==> config.mk <==
export PLATFORM = sky130hd
export DESIGN_NAME = rfp_top
export DESIGN_NICKNAME = d
export VERILOG_FILES = /design/src/shared/rfp_pkg.sv /design/src/design/rfp_rail.sv /design/src/design/rfp_top.sv
export VERILOG_INCLUDE_DIRS = /design/src /design/src/shared
export SDC_FILE = /design/constraint.sdc
export NUM_CORES = 1
export LEC_CHECK = 0
export ABC_AREA = 0
export ABC_CLOCK_PERIOD_IN_PS = 5000
export BUFFER_PORTS_ARGS = -buffer_cell sky130_fd_sc_hd__buf_2
export CORE_UTILIZATION = 40
export CTS_BUF_LIST = sky130_fd_sc_hd__clkbuf_4 sky130_fd_sc_hd__clkbuf_8
export CTS_CLUSTER_SIZE = 12
export DETAILED_ROUTE_END_ITERATION = 12
export GPL_ROUTABILITY_DRIVEN = 0
export PLACE_DENSITY = 0.63
export SYNTH_ARGS = -nofsm -noshare
export SYNTH_HDL_FRONTEND = slang
export SYNTH_SLANG_ARGS = --single-unit
==> constraint.sdc <==
create_clock -name pclk -period 5 [get_ports pclk]
set_input_delay 0.25 -clock pclk [delete_from_list [all_inputs] [get_ports pclk]]
set_output_delay 0.25 -clock pclk [all_outputs]
set_load 0.02 [all_outputs]
==> src/shared/rfp_cfg.svh <==
// Constants for the regulator fault protection block
`ifndef RFP_CFG_SVH
`define RFP_CFG_SVH
`define RFP_CLK_HZ       20000000
`define RFP_TICK_NS      10000
`define RFP_TICK_CYC     ((`RFP_TICK_NS * (`RFP_CLK_HZ / 1000000)) / 1000)
`define RFP_CL_QUAL_US   1000
`define RFP_CL_REL_US    1000
`define RFP_OVUV_PER_US  300
`define RFP_REEN_US      500
`define RFP_PG_WAIT_US   2000
`define RFP_MS_US        1000
`define RFP_CL_QUAL_TK   ((`RFP_CL_QUAL_US * 1000 + `RFP_TICK_NS - 1) / `RFP_TICK_NS)
`define RFP_CL_REL_TK    ((`RFP_CL_REL_US * 1000) / `RFP_TICK_NS)
`define RFP_OVUV_TK      ((`RFP_OVUV_PER_US * 1000 + `RFP_TICK_NS - 1) / `RFP_TICK_NS)
`define RFP_REEN_TK      ((`RFP_REEN_US * 1000 + `RFP_TICK_NS - 1) / `RFP_TICK_NS)
`define RFP_PG_WAIT_TK   ((`RFP_PG_WAIT_US * 1000) / `RFP_TICK_NS)
`define RFP_MS_TK        ((`RFP_MS_US * 1000) / `RFP_TICK_NS)
`define RFP_TMR_MAX_MS   2056
`define RFP_TMR_TOP      4'ha
`define RFP_TMR_LONG     4'hb
`define RFP_OFF_CTRL     12'h000
`define RFP_OFF_KEEP     12'h004
`define RFP_OFF_SKIP     12'h008
`define RFP_OFF_FCOUNT   12'h00c
`define RFP_OFF_FTIMER   12'h010
`define RFP_OFF_STATUS   12'h014
`define RFP_OFF_FLATCH   12'h018
`define RFP_OFF_FMASK    12'h01c
`define RFP_CTRL_RST     12'h000
`define RFP_KEEP_RST     12'h000
`define RFP_MASK_RST     12'h000
`endif

==> src/shared/rfp_pkg.sv <==
// Types for the regulator fault protection block
package rfp_pkg;
  typedef struct packed {
    logic ov;
    logic uv;
    logic cl;
  } rfp_flt_t;

  typedef struct packed {
    rfp_flt_t keep;
    rfp_flt_t skip;
    logic     reen;
    logic     sw_en;
    logic     pin_sel;
  } rfp_rcfg_t;

  typedef enum logic [2:0] {
    RS_RUN   = 3'b000,
    RS_TRIP  = 3'b001,
    RS_WAIT  = 3'b010,
    RS_LOCK  = 3'b011,
    RS_REARM = 3'b100
  } rfp_rstate_t;

  typedef enum logic [1:0] {
    PU_OFF   = 2'b00,
    PU_SEQ   = 2'b01,
    PU_CHECK = 2'b10,
    PU_ON    = 2'b11
  } rfp_pstate_t;
endpackage
==> src/design/rfp_rail.sv <==
// Fault qualification and enable control for one regulator
`include "rfp_cfg.svh"
module rfp_rail
  import rfp_pkg::*;
(
  // Clock and control
  input  wire logic      pclk,
  input  wire logic      presetn,
  input  wire logic      ce,
  input  wire logic      tick,
  input  wire logic      clr,
  input  wire logic      mon_on,
  input  wire logic      ovuv_on,
  // Configuration and monitors
  input  wire rfp_rcfg_t cfg,
  input  wire logic      en_pin,
  input  wire rfp_flt_t  raw,
  // Results
  output logic           rail_on,
  output rfp_flt_t       det_rise,
  output logic           fault_evt,
  output logic           fault_act,
  output logic           pg_low
);
  logic        cl_q;
  logic [7:0]  clc_q;
  logic [7:0]  pc_q;
  logic [7:0]  wc_q;
  logic [2:0]  detv;
  logic [2:0]  actv;
  logic [2:0]  offv;
  logic [2:0]  detp_q;
  logic [2:0]  actp_q;
  logic        pc_done;
  logic        trip;
  logic        rail_on_q;
  rfp_rstate_t st_q;

  // Current-limit debounce, rising and falling
  always_ff @(posedge pclk or negedge presetn) begin
    if (!presetn) begin
      cl_q  <= 1'b0;
      clc_q <= 8'h00;
    end else if (ce) begin
      if (!mon_on || raw.cl == cl_q) begin
        cl_q  <= cl_q & mon_on;
        clc_q <= 8'h00;
      end else if (tick) begin
        if (clc_q == (cl_q ? 8'(`RFP_CL_REL_TK - 1) : 8'(`RFP_CL_QUAL_TK - 1))) begin
          cl_q  <= raw.cl;
          clc_q <= 8'h00;
        end else begin
          clc_q <= clc_q + 8'h01;
        end
      end
    end
  end

  assign detv    = {raw.ov & ovuv_on, raw.uv & ovuv_on, cl_q};
  assign actv    = detv & ~cfg.skip;
  assign offv    = actv & ~cfg.keep;
  assign pc_done = (pc_q == 8'(`RFP_OVUV_TK));
  assign trip    = offv[0] | ((|offv[2:1]) & pc_done);

  // Overvoltage and undervoltage persistence
  always_ff @(posedge pclk or negedge presetn) begin
    if (!presetn) begin
      pc_q <= 8'h00;
    end else if (ce) begin
      if (!(|offv[2:1])) begin
        pc_q <= 8'h00;
      end else if (tick && !pc_done) begin
        pc_q <= pc_q + 8'h01;
      end
    end
  end

  // Enable state
  always_ff @(posedge pclk or negedge presetn) begin
    if (!presetn) begin
      st_q <= RS_RUN;
      wc_q <= 8'h00;
    end else if (ce) begin
      if (clr) begin
        st_q <= RS_RUN;
        wc_q <= 8'h00;
      end else begin
        unique case (st_q)
          RS_RUN: begin
            if (trip) begin
              st_q <= RS_TRIP;
            end
          end
          RS_TRIP: begin
            wc_q <= 8'h00;
            if (!(|actv)) begin
              st_q <= cfg.reen ? RS_WAIT : RS_LOCK;
            end
          end
          RS_WAIT: begin
            if (|actv) begin
              st_q <= RS_TRIP;
            end else if (tick) begin
              if (wc_q == 8'(`RFP_REEN_TK - 1)) begin
                st_q <= RS_RUN;
              end else begin
                wc_q <= wc_q + 8'h01;
              end
            end
          end
          RS_LOCK: begin
            if (!cfg.sw_en) begin
              st_q <= RS_REARM;
            end
          end
          RS_REARM: begin
            if (cfg.sw_en) begin
              st_q <= RS_RUN;
            end
          end
          default: begin
            st_q <= RS_TRIP;
          end
        endcase
      end
    end
  end

  // Output and edge registers
  always_ff @(posedge pclk or negedge presetn) begin
    if (!presetn) begin
      rail_on_q <= 1'b0;
      detp_q    <= 3'h0;
      actp_q    <= 3'h0;
    end else if (ce) begin
      rail_on_q <= (st_q == RS_RUN) && (cfg.pin_sel ? en_pin : cfg.sw_en);
      detp_q    <= detv;
      actp_q    <= actv;
    end
  end

  assign rail_on   = rail_on_q;
  assign det_rise  = detv & ~detp_q;
  assign fault_evt = |(actv & ~actp_q);
  assign fault_act = |actv;
  assign pg_low    = |actv[2:1];

  chk_cl_trip_now: assert property (@(posedge pclk) disable iff (!presetn)
    (ce && !clr && st_q == RS_RUN && offv[0]) |=> st_q == RS_TRIP)
    else $error("current-limit did not switch the rail off");
  chk_ovuv_hold_on: assert property (@(posedge pclk) disable iff (!presetn)
    (ce && !clr && st_q == RS_RUN && !offv[0] && !pc_done) |=> st_q == RS_RUN)
    else $error("rail switched off before the persistence time");
  chk_lock_no_reen: assert property (@(posedge pclk) disable iff (!presetn)
    (ce && !clr && st_q == RS_TRIP && actv == 3'h0 && !cfg.reen) |=> st_q == RS_LOCK)
    else $error("rail did not stay locked off");
  chk_reen_wait: assert property (@(posedge pclk) disable iff (!presetn)
    (ce && !clr && st_q == RS_WAIT && actv == 3'h0 && tick
     && wc_q == 8'(`RFP_REEN_TK - 1)) |=> st_q == RS_RUN)
    else $error("rail not restored after re-enable wait");
endmodule

==> src/design/rfp_top.sv <==
// Regulator fault protection for four regulators with APB registers
`include "rfp_cfg.svh"
module rfp_top
  import rfp_pkg::*;
#(
  parameter int unsigned TICK_CYC = `RFP_TICK_CYC
) (
  // Clock, reset, enable
  input  wire logic        pclk,
  input  wire logic        presetn,
  input  wire logic        pce,
  // APB slave
  input  wire logic        psel,
  input  wire logic        penable,
  input  wire logic        pwrite,
  input  wire logic [11:0] paddr,
  input  wire logic [31:0] pwdata,
  output logic      [31:0] prdata,
  output logic             pready,
  output logic             pslverr,
  // Power-up sequencer
  input  wire logic        pu_start,
  input  wire logic        pu_rst_slot,
  input  wire logic [3:0]  slot_rails,
  output logic             pu_hold,
  output logic             pu_abort,
  output logic             pd_request,
  output logic             mcu_reset_out_n,
  // Fuse defaults
  input  wire logic [3:0]  otp_limit,
  input  wire logic [3:0]  otp_timer,
  input  wire logic [11:0] otp_skip,
  input  wire logic        powerup_pg_gate_enable,
  // Regulator monitors and controls
  input  wire logic [3:0]  rail_pg,
  input  wire logic [3:0]  current_limit_fault,
  input  wire logic [3:0]  raw_ov,
  input  wire logic [3:0]  raw_uv,
  input  wire logic [3:0]  regulator_enable_pin,
  output logic      [3:0]  reg_on,
  output logic             power_good_pin,
  output logic      [3:0]  per_rail_power_good_pin,
  output logic             irq_out_n
);
  logic [11:0] ctrl_q;
  logic [11:0] keep_q;
  logic [11:0] skip_q;
  logic [3:0]  cnt_q;
  logic [3:0]  limit_q;
  logic [3:0]  tcode_q;
  logic [11:0] latch_q;
  logic [11:0] mask_q;
  logic [11:0] tk_q;
  logic        tick;
  logic [17:0] tmr_q;
  logic        tmr_exp_q;
  logic [17:0] tmr_lim;
  logic        tmr_trip;
  logic [7:0]  pw_q;
  logic        pgchk_q;
  rfp_pstate_t pu_q;
  logic        pg_ok;
  logic        abort;
  logic        cnt_trip;
  logic        evt_any;
  logic        fact;
  logic        mon_on;
  logic        ovuv_on;
  logic        wr;
  logic [31:0] rd_d;
  logic [31:0] prdata_q;
  logic [3:0]  reg_on_q;
  logic [3:0]  prpg_q;
  logic        pg_q;
  logic        irq_n_q;
  logic        pu_abort_q;
  logic        pd_req_q;
  logic        mcu_n_q;
  logic [3:0]  rail_on;
  logic [3:0]  evt_v;
  logic [3:0]  act_v;
  logic [3:0]  pgl_v;
  wire  [11:0] set_v;

  function automatic logic addr_hit(input logic [11:0] a);
    addr_hit = (a[1:0] == 2'b00) && (a <= `RFP_OFF_FMASK);
  endfunction

  function automatic logic [17:0] tmr_ticks(input logic [3:0] code);
    if (code <= `RFP_TMR_TOP) begin
      tmr_ticks = 18'((32'h1 << code) * `RFP_MS_TK);
    end else if (code == `RFP_TMR_LONG) begin
      tmr_ticks = 18'(`RFP_TMR_MAX_MS * `RFP_MS_TK);
    end else begin
      tmr_ticks = 18'h0;
    end
  endfunction

  // Timebase tick
  always_ff @(posedge pclk or negedge presetn) begin
    if (!presetn) begin
      tk_q <= 12'h000;
    end else if (pce) begin
      tk_q <= tick ? 12'h000 : tk_q + 12'h001;
    end
  end
  assign tick = (tk_q == 12'(TICK_CYC - 1));

  assign mon_on  = (pu_q != PU_OFF);
  assign ovuv_on = (pu_q == PU_ON);

  // Per-regulator protection
  for (genvar i = 0; i < 4; i++) begin : g_rail
    rfp_rcfg_t cfg;
    rfp_flt_t  raw;
    rfp_flt_t  rise;
    assign cfg.keep    = '{ov: keep_q[8+i], uv: keep_q[4+i], cl: keep_q[i]};
    assign cfg.skip    = '{ov: skip_q[8+i], uv: skip_q[4+i], cl: skip_q[i]};
    assign cfg.reen    = ctrl_q[8+i];
    assign cfg.sw_en   = ctrl_q[i];
    assign cfg.pin_sel = ctrl_q[4+i];
    assign raw         = '{ov: raw_ov[i], uv: raw_uv[i], cl: current_limit_fault[i]};
    assign set_v[i]    = rise.cl;
    assign set_v[4+i]  = rise.uv;
    assign set_v[8+i]  = rise.ov;
    rfp_rail u_rail (
      .pclk      (pclk),
      .presetn   (presetn),
      .ce        (pce),
      .tick      (tick),
      .clr       (pu_start),
      .mon_on    (mon_on),
      .ovuv_on   (ovuv_on),
      .cfg       (cfg),
      .en_pin    (regulator_enable_pin[i]),
      .raw       (raw),
      .rail_on   (rail_on[i]),
      .det_rise  (rise),
      .fault_evt (evt_v[i]),
      .fault_act (act_v[i]),
      .pg_low    (pgl_v[i])
    );
  end

  assign evt_any  = (|evt_v) && mon_on;
  assign fact     = (|act_v) && mon_on;
  assign cnt_trip = evt_any && (cnt_q == limit_q) && (limit_q != 4'h0);
  assign pg_ok    = &(rail_pg | ~slot_rails);
  assign abort    = (pu_q == PU_CHECK) && !pg_ok && tick
                    && (pw_q == 8'(`RFP_PG_WAIT_TK - 1));
  assign wr       = psel && penable && pwrite;

  // Configuration registers
  always_ff @(posedge pclk or negedge presetn) begin
    if (!presetn) begin
      ctrl_q <= `RFP_CTRL_RST;
      keep_q <= `RFP_KEEP_RST;
      skip_q <= 12'h000;
      mask_q <= `RFP_MASK_RST;
    end else if (pce) begin
      if (pu_start) begin
        keep_q <= `RFP_KEEP_RST;
        skip_q <= otp_skip;
      end else if (wr && paddr == `RFP_OFF_KEEP) begin
        keep_q <= pwdata[11:0];
      end else if (wr && paddr == `RFP_OFF_SKIP) begin
        skip_q <= pwdata[11:0];
      end
      if (wr && paddr == `RFP_OFF_CTRL) begin
        ctrl_q <= pwdata[11:0];
      end
      if (wr && paddr == `RFP_OFF_FMASK) begin
        mask_q <= pwdata[11:0];
      end
    end
  end

  // Global fault count and limit
  always_ff @(posedge pclk or negedge presetn) begin
    if (!presetn) begin
      cnt_q   <= 4'h0;
      limit_q <= 4'h0;
    end else if (pce) begin
      if (pu_start) begin
        cnt_q   <= 4'h0;
        limit_q <= otp_limit;
      end else begin
        if (evt_any && cnt_q != limit_q) begin
          cnt_q <= cnt_q + 4'h1;
        end else if (wr && paddr == `RFP_OFF_FCOUNT) begin
          cnt_q <= pwdata[3:0];
        end
        if (wr && paddr == `RFP_OFF_FCOUNT) begin
          limit_q <= pwdata[7:4];
        end
      end
    end
  end

  // Fault timer
  assign tmr_lim  = tmr_ticks(tcode_q);
  assign tmr_trip = fact && tick && !tmr_exp_q && (tmr_lim != 18'h0)
                    && (tmr_q == tmr_lim - 18'h1);
  always_ff @(posedge pclk or negedge presetn) begin
    if (!presetn) begin
      tcode_q   <= 4'h0;
      tmr_q     <= 18'h0;
      tmr_exp_q <= 1'b0;
    end else if (pce) begin
      if (pu_start) begin
        tcode_q <= otp_timer;
      end else if (wr && paddr == `RFP_OFF_FTIMER && pu_q == PU_ON) begin
        tcode_q <= pwdata[3:0];
      end
      if (!fact) begin
        tmr_q     <= 18'h0;
        tmr_exp_q <= 1'b0;
      end else if (tmr_trip) begin
        tmr_exp_q <= 1'b1;
      end else if (tick && !tmr_exp_q) begin
        tmr_q <= tmr_q + 18'h1;
      end
    end
  end

  // Power-up gating and shutdown
  always_ff @(posedge pclk or negedge presetn) begin
    if (!presetn) begin
      pu_q    <= PU_OFF;
      pw_q    <= 8'h00;
      pgchk_q <= 1'b0;
    end else if (pce) begin
      if (pu_q != PU_OFF && (cnt_trip || tmr_trip)) begin
        pu_q <= PU_OFF;
      end else begin
        unique case (pu_q)
          PU_OFF: begin
            if (pu_start) begin
              pu_q    <= PU_SEQ;
              pgchk_q <= powerup_pg_gate_enable;
            end
          end
          PU_SEQ: begin
            pw_q <= 8'h00;
            if (pu_rst_slot) begin
              pu_q <= (!pgchk_q || pg_ok) ? PU_ON : PU_CHECK;
            end
          end
          PU_CHECK: begin
            if (pg_ok) begin
              pu_q <= PU_ON;
            end else if (abort) begin
              pu_q <= PU_OFF;
            end else if (tick) begin
              pw_q <= pw_q + 8'h01;
            end
          end
          PU_ON: begin
            pu_q <= PU_ON;
          end
        endcase
      end
    end
  end

  // Interrupt latches, set wins over clear
  always_ff @(posedge pclk or negedge presetn) begin
    if (!presetn) begin
      latch_q <= 12'h000;
    end else if (pce) begin
      latch_q <= (latch_q & ~((wr && paddr == `RFP_OFF_FLATCH) ? pwdata[11:0] : 12'h000))
                 | set_v;
    end
  end

  // Registered outputs
  always_ff @(posedge pclk or negedge presetn) begin
    if (!presetn) begin
      reg_on_q   <= 4'h0;
      prpg_q     <= 4'h0;
      pg_q       <= 1'b0;
      irq_n_q    <= 1'b1;
      pu_abort_q <= 1'b0;
      pd_req_q   <= 1'b0;
      mcu_n_q    <= 1'b0;
    end else if (pce) begin
      reg_on_q   <= rail_on & {4{mon_on}};
      prpg_q     <= reg_on_q & ~pgl_v;
      pg_q       <= ovuv_on && !(|pgl_v);
      irq_n_q    <= !(|(latch_q & ~mask_q));
      pu_abort_q <= abort && !pg_ok;
      pd_req_q   <= (pu_q != PU_OFF) && (cnt_trip || tmr_trip);
      mcu_n_q    <= (pu_q == PU_ON) && !cnt_trip && !tmr_trip;
    end
  end

  // APB read data
  always_comb begin
    rd_d = 32'h0;
    unique case (paddr)
      `RFP_OFF_CTRL:   rd_d = {20'h0, ctrl_q};
      `RFP_OFF_KEEP:   rd_d = {20'h0, keep_q};
      `RFP_OFF_SKIP:   rd_d = {20'h0, skip_q};
      `RFP_OFF_FCOUNT: rd_d = {24'h0, limit_q, cnt_q};
      `RFP_OFF_FTIMER: rd_d = {28'h0, tcode_q};
      `RFP_OFF_STATUS: rd_d = {20'h0, tmr_exp_q, fact, pu_q, 4'h0, reg_on_q};
      `RFP_OFF_FLATCH: rd_d = {20'h0, latch_q};
      `RFP_OFF_FMASK:  rd_d = {20'h0, mask_q};
      default:         rd_d = 32'h0;
    endcase
  end

  always_ff @(posedge pclk or negedge presetn) begin
    if (!presetn) begin
      prdata_q <= 32'h0;
    end else if (pce && psel && !penable) begin
      prdata_q <= rd_d;
    end
  end

  assign prdata                  = prdata_q;
  assign pready                  = 1'b1;
  assign pslverr                 = psel && penable && !addr_hit(paddr);
  assign pu_hold                 = (pu_q == PU_CHECK);
  assign pu_abort                = pu_abort_q;
  assign pd_request              = pd_req_q;
  assign mcu_reset_out_n         = mcu_n_q;
  assign reg_on                  = reg_on_q;
  assign power_good_pin          = pg_q;
  assign per_rail_power_good_pin = prpg_q;
  assign irq_out_n               = irq_n_q;

  chk_cnt_step: assert property (@(posedge pclk) disable iff (!presetn)
    (pce && !pu_start && evt_any && cnt_q != limit_q) |=> cnt_q == $past(cnt_q) + 4'h1)
    else $error("fault count did not step");
  chk_cnt_shutdown: assert property (@(posedge pclk) disable iff (!presetn)
    (pce && evt_any && cnt_q == limit_q && limit_q != 4'h0)
    |=> pd_request && pu_q == PU_OFF)
    else $error("count limit did not power down");
  chk_limit_zero: assert property (@(posedge pclk) disable iff (!presetn)
    (pce && pu_q == PU_ON && evt_any && limit_q == 4'h0 && !tmr_trip) |=> pu_q == PU_ON)
    else $error("zero limit still shut down");
  chk_tmr_shutdown: assert property (@(posedge pclk) disable iff (!presetn)
    (pce && tmr_trip && pu_q != PU_OFF) |=> pd_request && !mcu_reset_out_n)
    else $error("timer expiry did not power down");
  chk_gate_hold: assert property (@(posedge pclk) disable iff (!presetn)
    (pce && pu_q == PU_SEQ && pu_rst_slot && pgchk_q && !pg_ok && !cnt_trip && !tmr_trip)
    |=> pu_q == PU_CHECK && !mcu_reset_out_n)
    else $error("reset released without power good");
  chk_hold_reset: assert property (@(posedge pclk) disable iff (!presetn)
    pu_q == PU_CHECK |-> !mcu_reset_out_n && pu_hold)
    else $error("reset released during power-good wait");
  chk_abort_off: assert property (@(posedge pclk) disable iff (!presetn)
    (pce && abort && !cnt_trip && !tmr_trip) |=> pu_abort ##1 reg_on == 4'h0)
    else $error("abort did not turn rails off");
  chk_irq_pin: assert property (@(posedge pclk) disable iff (!presetn)
    (pce && (latch_q & ~mask_q) != 12'h000) |=> !irq_out_n)
    else $error("unmasked latch did not assert interrupt");
endmodule

==> results of run 1 <==
-- per-layer routing --
layer | GRT usage (%) | routed length (um) | vias up
li1 | - | - | 7049
met1 | 30.1 | 21200 | 7227
met2 | 37.4 | 23100 | 486
met3 | 4.79 | 3530 | 112
met4 | 8.85 | 1660 | 0
met5 | 0 | 0 | -
-- registers in the layout (all words and copies together) (netlist names), 8 cells and up --
signal / cells
prdata: 12
skip_q: 12
tmr_q: 18
mask_q: 12
g_rail.u_rail.pc_q: 32
g_rail.u_rail.detp_q: 12
ctrl_q: 12
g_rail.u_rail.wc_q: 32
keep_q: 12
g_rail.u_rail.st_q: 12
latch_q: 12
tk_q: 12
pw_q: 8
g_rail.u_rail.clc_q: 32
g_rail.u_rail.actp_q: 12
-- what timing repair did --
action	CTS	global route
gates resized for setup	9	41
setup endpoints to repair	20	30
setup buffers	4	11
pin swaps	2	19
gates cloned	0	1
hold endpoints to repair	185	0
hold buffers	38	0
-- critical path: stages, from the launching register on --
cell,delay (ns)
dfrtp_2,0.45
buf_4,0.17
nor3_2,0.19
ha_1,0.29
ha_4,0.25
fa_1,0.52
ha_4,0.21
buf_4,0.14
a221o_1,0.34
buf_4,0.15
or3_1,0.35
nand3_2,0.12
xor2_1,0.08
a211o_1,0.26
mux2i_1,0.15
buf_4,0.18
buf_4,0.13
o21ai_2,0.09
or4_1,0.57
a21oi_2,0.17
-- cell usage after synthesis (all sizes together) (15+ instances only) --
cell / n
ha: 60
buf: 34
and2: 15
nand2b: 46
nand3b: 17
nor2: 154
nand4: 25
and3: 39
a21oi: 80
a22oi: 27
or3: 25
nor2b: 34
xor2: 48
dfrtp: 278
o31ai: 33
mux2: 31
nor3: 40
nand2: 191
nand3: 86
inv: 90
clkbuf: 69
o21ai: 189
xnor2: 32
-- cells by family after synthesis --
family                   Yosys count  share of synthesized area (%)
AO/OA/AOI/OAI                    473                           18.2
buffers and inverters            193                           4.97
other                              2                         0.0452
XOR/XNOR                          81                           4.35
adder cells (fa/ha/maj)           70                           5.72
multiplexers                      37                           2.46
AND/OR/NAND/NOR                  733                           22.3
flip-flops                       279                           42.0
-- cell type report --
class	count	area, um^2
fillers	3843	21000
clock buffers	85	1010
repair buffers	229	1620
flip-flops and latches	279	6990
inverters	90	338
multi-input cells	1422	9180
well taps	532	666
clock inverters	9	87.6
-- metrics by stage --
stage	area [um^2]	hold slack (ns)	util [%]	cells
after floorplan	16700	-0.0456	-	1893
after global placement	18000	0.399	44.1	2498
after detailed placement	18000	0.405	44.1	2498
after CTS	19600	0.000296	47.8	2634
after global routing	19900	0.0261	48.6	2646
final	19900	0.0298	48.6	2646
-- worst paths after layout --
kind / from / depth (start not counted) / endpoint
setup / recovery: tcode_q[0] / 19 / tmr_q[14]
hold / removal: current_limit_fault[2] / 3 / g_rail[2].u_rail.cl_q
setup reg to reg: tcode_q[0] / 19 / tmr_q[14]
hold reg to reg: tk_q[11] / 1 / tk_q[11]
max in group asynchronous: presetn / 3 / g_rail[1].u_rail.clc_q[0]
min in group asynchronous: presetn / 2 / g_rail[3].u_rail.wc_q[7]
-- report_power, final --
part	total, mW	leakage [nW]	internal (mW)	switching, mW
sequential	2.82	3.72	2.50	0.320
combinational	2.26	4.68	0.902	1.36
clock	2.34	0.595	1.33	1.01
==> flow_summary.ini, run 1 <==
[setup_path]
crit_type = flip-flop to flip-flop
cp.arrival_ns = 5.46
cp-end-kind = flip-flop
critPathLaunchType = flip-flop
cp.required_ns = 5.52
r2r_slack_ns = 0.07
crit_path_max_fanout = 7

[layout]
diodes = 0
area_growth_pct = 19.5
final_nets = 2239
drive_above_1_share_pct = 18.1
final_common_cell = dfrtp_1
final_cell_mix = dfrtp_1, nand2_1, o21ai_0, nor2_1, buf_2

[clock_network]
cts_buffers = 50
htreeDepth = 2
cts_tree = yes
clock_sinks = 279
clk_latency_ns = 0.62
cts-root-buf = clkbuf_8
clock_path_buffers = 3
clk_pin_slew_ns = 0.06

[sta]
slew-limit-headroom_pct = 20.7
min_period_over_period_pct = 98.6
min_period_ns = 4.93
setup_violations = 0
hold_viol = 0
fmax_mhz = 203
finalMaxSlewViolations = 0
worst_pin_slew_ns = 1.19
setup_slack_ns = 0.0691
final.setup_skew_ns = 0.0271
fin_setup_tns_ns = 0

[yosys]
yosys-top-cells-area = dfrtp_1, o21ai_0, ha_1, nand2_1, nor2_1
synth-main-ff-cell = dfrtp_1
synth.avg_cell_area_um2 = 8.90
synth-seq-cells = 279
synth_top_area_share_pct = 41.8
syn_area_um2 = 16600
synth_cell_types = 82
synth_warnings = 0
synth_top_cell_by_area = dfrtp_1
syn_inst = 1868
synth_edf_count = 0
synth_seq_area_share_pct = 42.0
async_reset_ff_share_pct = 100

[power_and_ir_drop]
ir_drop_mv = 0.224
power.total_mw = 7.42
leakagePower_nw = 8.99
power.density_nw_per_um2 = 373

[die]
boundaryPins = 145
design.die.area_um2 = 42400
start_util_pct = 40.6
die_h_um = 206
row_count = 74
dieWidth_um = 206
core_area_um2 = 40900

[placed_design]
dpl.hpwl_um = 34500
port_buffers = 103
dp_slack_ns = -0.104

[global_route]
grt_pass1_wl_um = 76900
grt_pass1_vias = 14400
overflow = 0
antenna_found_initial = 1
grt_max_degree = 118
grt_usage_pct = 23.0

[routing]
num_vias = 14900
drtAntennaViolNets = 0
wl_per_cell_um = 18.7
drtIter0Drc = 1044
drt_pass1_iterations = 5
route.detailed.drc = 0
drt_wl_total_um = 49500
viasPerCell = 5.62

[run_status]
status = finished, final reports clean

[min_path]
hold_path_class = input pin to flip-flop

[flow_run]
drv_cap = 0
(Power assumes the default switching activity.)
==> run 2: changes to the inputs <==
--- a/config.mk
+++ b/config.mk
@@ -6,7 +6,7 @@
 export SDC_FILE = /design/constraint.sdc
 export NUM_CORES = 1
 export LEC_CHECK = 0
-export ABC_AREA = 0
+export ABC_AREA = 1
 export ABC_CLOCK_PERIOD_IN_PS = 5000
 export BUFFER_PORTS_ARGS = -buffer_cell sky130_fd_sc_hd__buf_2
 export CORE_UTILIZATION = 40
==> flow_summary.ini, run 2 <==
[run_status]
status = finished, final reports clean

[sta]
hold-worst-slack_ns = 0.00972
worst_pin_slew_ns = 1.12
fin_setup_tns_ns = 0
setup_violations = 0
slew-limit-headroom_pct = 24.4
min_period_over_period_pct = 93.7
final.setup_skew_ns = 0.0421
setup_slack_ns = 0.316
finalMaxSlewViolations = 0
min_period_ns = 4.68
fmax_mhz = 213
hold_viol = 0

[global_route]
overflow = 0
grt_pass1_vias = 15100
grtUsageMet2_pct = 37.7
grt_util_met3_pct = 3.63
antenna_found_initial = 0
grt_pass1_wl_um = 78000
use_met1_pct = 31.4
grt_max_degree = 126
top_usage_layer = met2
grt_usage_pct = 23.2

[clock_network]
htreeDepth = 2
clk_latency_ns = 0.59
cts-root-buf = clkbuf_8
cts_tree = yes
cts_buffers = 52
clock_sinks = 279
clock_path_buffers = 3
clk_pin_slew_ns = 0.06

[die]
start_util_pct = 40.6
core_area_um2 = 40900
boundaryPins = 145
die_h_um = 206
design.die.area_um2 = 42300
dieWidth_um = 206
row_count = 74

[power_and_ir_drop]
comb_power_share_pct = 28.5
ir_drop_mv = 0.259
pwr-share-clk_pct = 32.4
p_int_mw = 4.47
pwr-share-seq_pct = 39.1
leakagePower_nw = 9.15
p_sw_share_pct = 36.7
power.density_nw_per_um2 = 368
switchingPower_mw = 2.59

[routing]
route.detailed.drc = 0
wl_per_cell_um = 16.4
drt_pass1_iterations = 9
drtAntennaViolNets = 0
drt_wl_total_um = 47900
viasPerCell = 5.29
drtIter0Drc = 1211
num_vias = 15500

[yosys]
syn_inst = 2188
synth_cell_types = 57
async_reset_ff_share_pct = 100
synth-main-ff-cell = dfrtp_1
syn_area_um2 = 16600
synth_warnings = 0
synth_top_cell_by_area = dfrtp_1
synth_edf_count = 0
yosys-top-cells-area = dfrtp_1, nand2_1, inv_1, o21ai_0, ha_1
synth_commonest_cells = nand2_1, inv_1, dfrtp_1
synth_top_area_share_pct = 41.9
synth.avg_cell_area_um2 = 7.59
yosysMostFrequentCell = nand2_1
synth_seq_area_share_pct = 42.1
synth-seq-cells = 279

[placed_design]
dpl.hpwl_um = 35800
dp_cells = 2793
dp_slack_ns = 0.212
port_buffers = 103

[layout]
final_common_cell = nand2_1
diodes = 0
stdcell_count = 2930
final_cell_mix = nand2_1, inv_1, dfrtp_1, o21ai_0, nor2_1
largestRegisters = g_rail.u_rail.clc_q: 32 flops, g_rail.u_rail.pc_q: 32 flops, g_rail.u_rail.wc_q: 32 flops
final_nets = 2530
final_util_pct = 46.9
drive_above_1_share_pct = 9.59
area_growth_pct = 15.6
nFillCells = 4085

[setup_path]
cp.arrival_ns = 5.12
cp.required_ns = 5.44
cp-end-kind = flip-flop
cp-startpoint = tcode_q[0]
r2r-start = tcode_q[0]
critPathLaunchType = flip-flop
crit_type = flip-flop to flip-flop
crit_path_max_fanout = 30

[min_path]
min-delay-start = pwdata[2]
hold_path_class = input pin to flip-flop

[flow_run]
drv_cap = 0
-- run 2: cells by family after synthesis --
group | share of synthesized area (%)
multiplexers | 0.203
buffers and inverters | 9.75
adder cells (fa/ha/maj) | 5.73
AO/OA/AOI/OAI | 14.7
other | 0.0452
XOR/XNOR | 1.85
AND/OR/NAND/NOR | 25.6
flip-flops | 42.1
-- run 2: final timing paths --
path                       slack [ns]                          to  depth (start not counted)
setup / recovery                 0.32                    tmr_q[3]                         24
hold / removal                   0.01                   mask_q[2]                          3
setup reg to reg                 0.32                    tmr_q[3]                         24
hold reg to reg                  0.45                  latch_q[6]                          1
max in group asynchronous        3.47   g_rail[0].u_rail.clc_q[3]                          3
min in group asynchronous        0.32  g_rail[0].u_rail.detp_q[1]                          2
-- run 2: power by group through the flow --
stage / Combinational, mW / Clock [mW] / Sequential, mW
6_report: 2.02 / 2.29 / 2.76
3_5_place_dp: 1.95 / 0 / 2.79
2_1_floorplan: 1.45 / 0 / 2.73
3_3_place_gp: 1.91 / 0 / 2.78
4_1_cts: 1.99 / 2.34 / 2.76
5_1_grt: 2.29 / 2.44 / 2.80
-- run 2: area by class of cell --
| type | count | area [um^2] | area share, % |
|---|---|---|---|
| sequential | 279 | 6980 | 36.4 |
| tap | 532 | 666 | 3.47 |
| timing repair buffer | 159 | 1080 | 5.62 |
| clock buffer | 83 | 1000 | 5.23 |
| multi-input combinational | 1533 | 8130 | 42.4 |
| clock inverter | 6 | 61.3 | 0.319 |
| inverter | 338 | 1270 | 6.62 |
-- run 2: through the flow --
stage,instance area [um^2],power [mW]
2_1_floorplan,16700,4.18
3_3_place_gp,17600,4.68
3_5_place_dp,17600,4.74
4_1_cts,19200,7.09
5_1_grt,19200,7.52
6_report,19200,7.07
-- run 2: critical path, stage by stage, from the launching register on --
cell     delay [ns]
dfrtp_1        0.47
inv_1          0.13
nor2_1         0.16
inv_1          0.10
nor2_1         0.28
ha_1           0.30
ha_1           0.32
fa_1           0.48
ha_1           0.38
nand2_1        0.13
inv_1          0.06
a21oi_1        0.27
nand3_1        0.14
nand3_1        0.14
nand3_1        0.11
inv_1          0.06
nand2_1        0.05
nand2_1        0.05
nand3_1        0.07
nor2_2         0.15
nand4_4        0.22
nand2_8        0.25
inv_4          0.07
nand4_1        0.09
o21ai_2        0.06
-- run 2: per-layer routing --
| layer | share of wire [%] | routed length, um |
|---|---|---|
| met5 | 0 | 0 |
| met4 | 3.1 | 1470 |
| met3 | 6.5 | 3100 |
| met2 | 46 | 22000 |
| met1 | 45 | 21400 |
-- run 2: what timing repair did --
action,4_1_cts,5_1_grt
hold buffers,48,0
endpoints found under the setup margin,0,25
resized for setup,0,6
hold endpoints to repair,181,0
buffers inserted,0,0
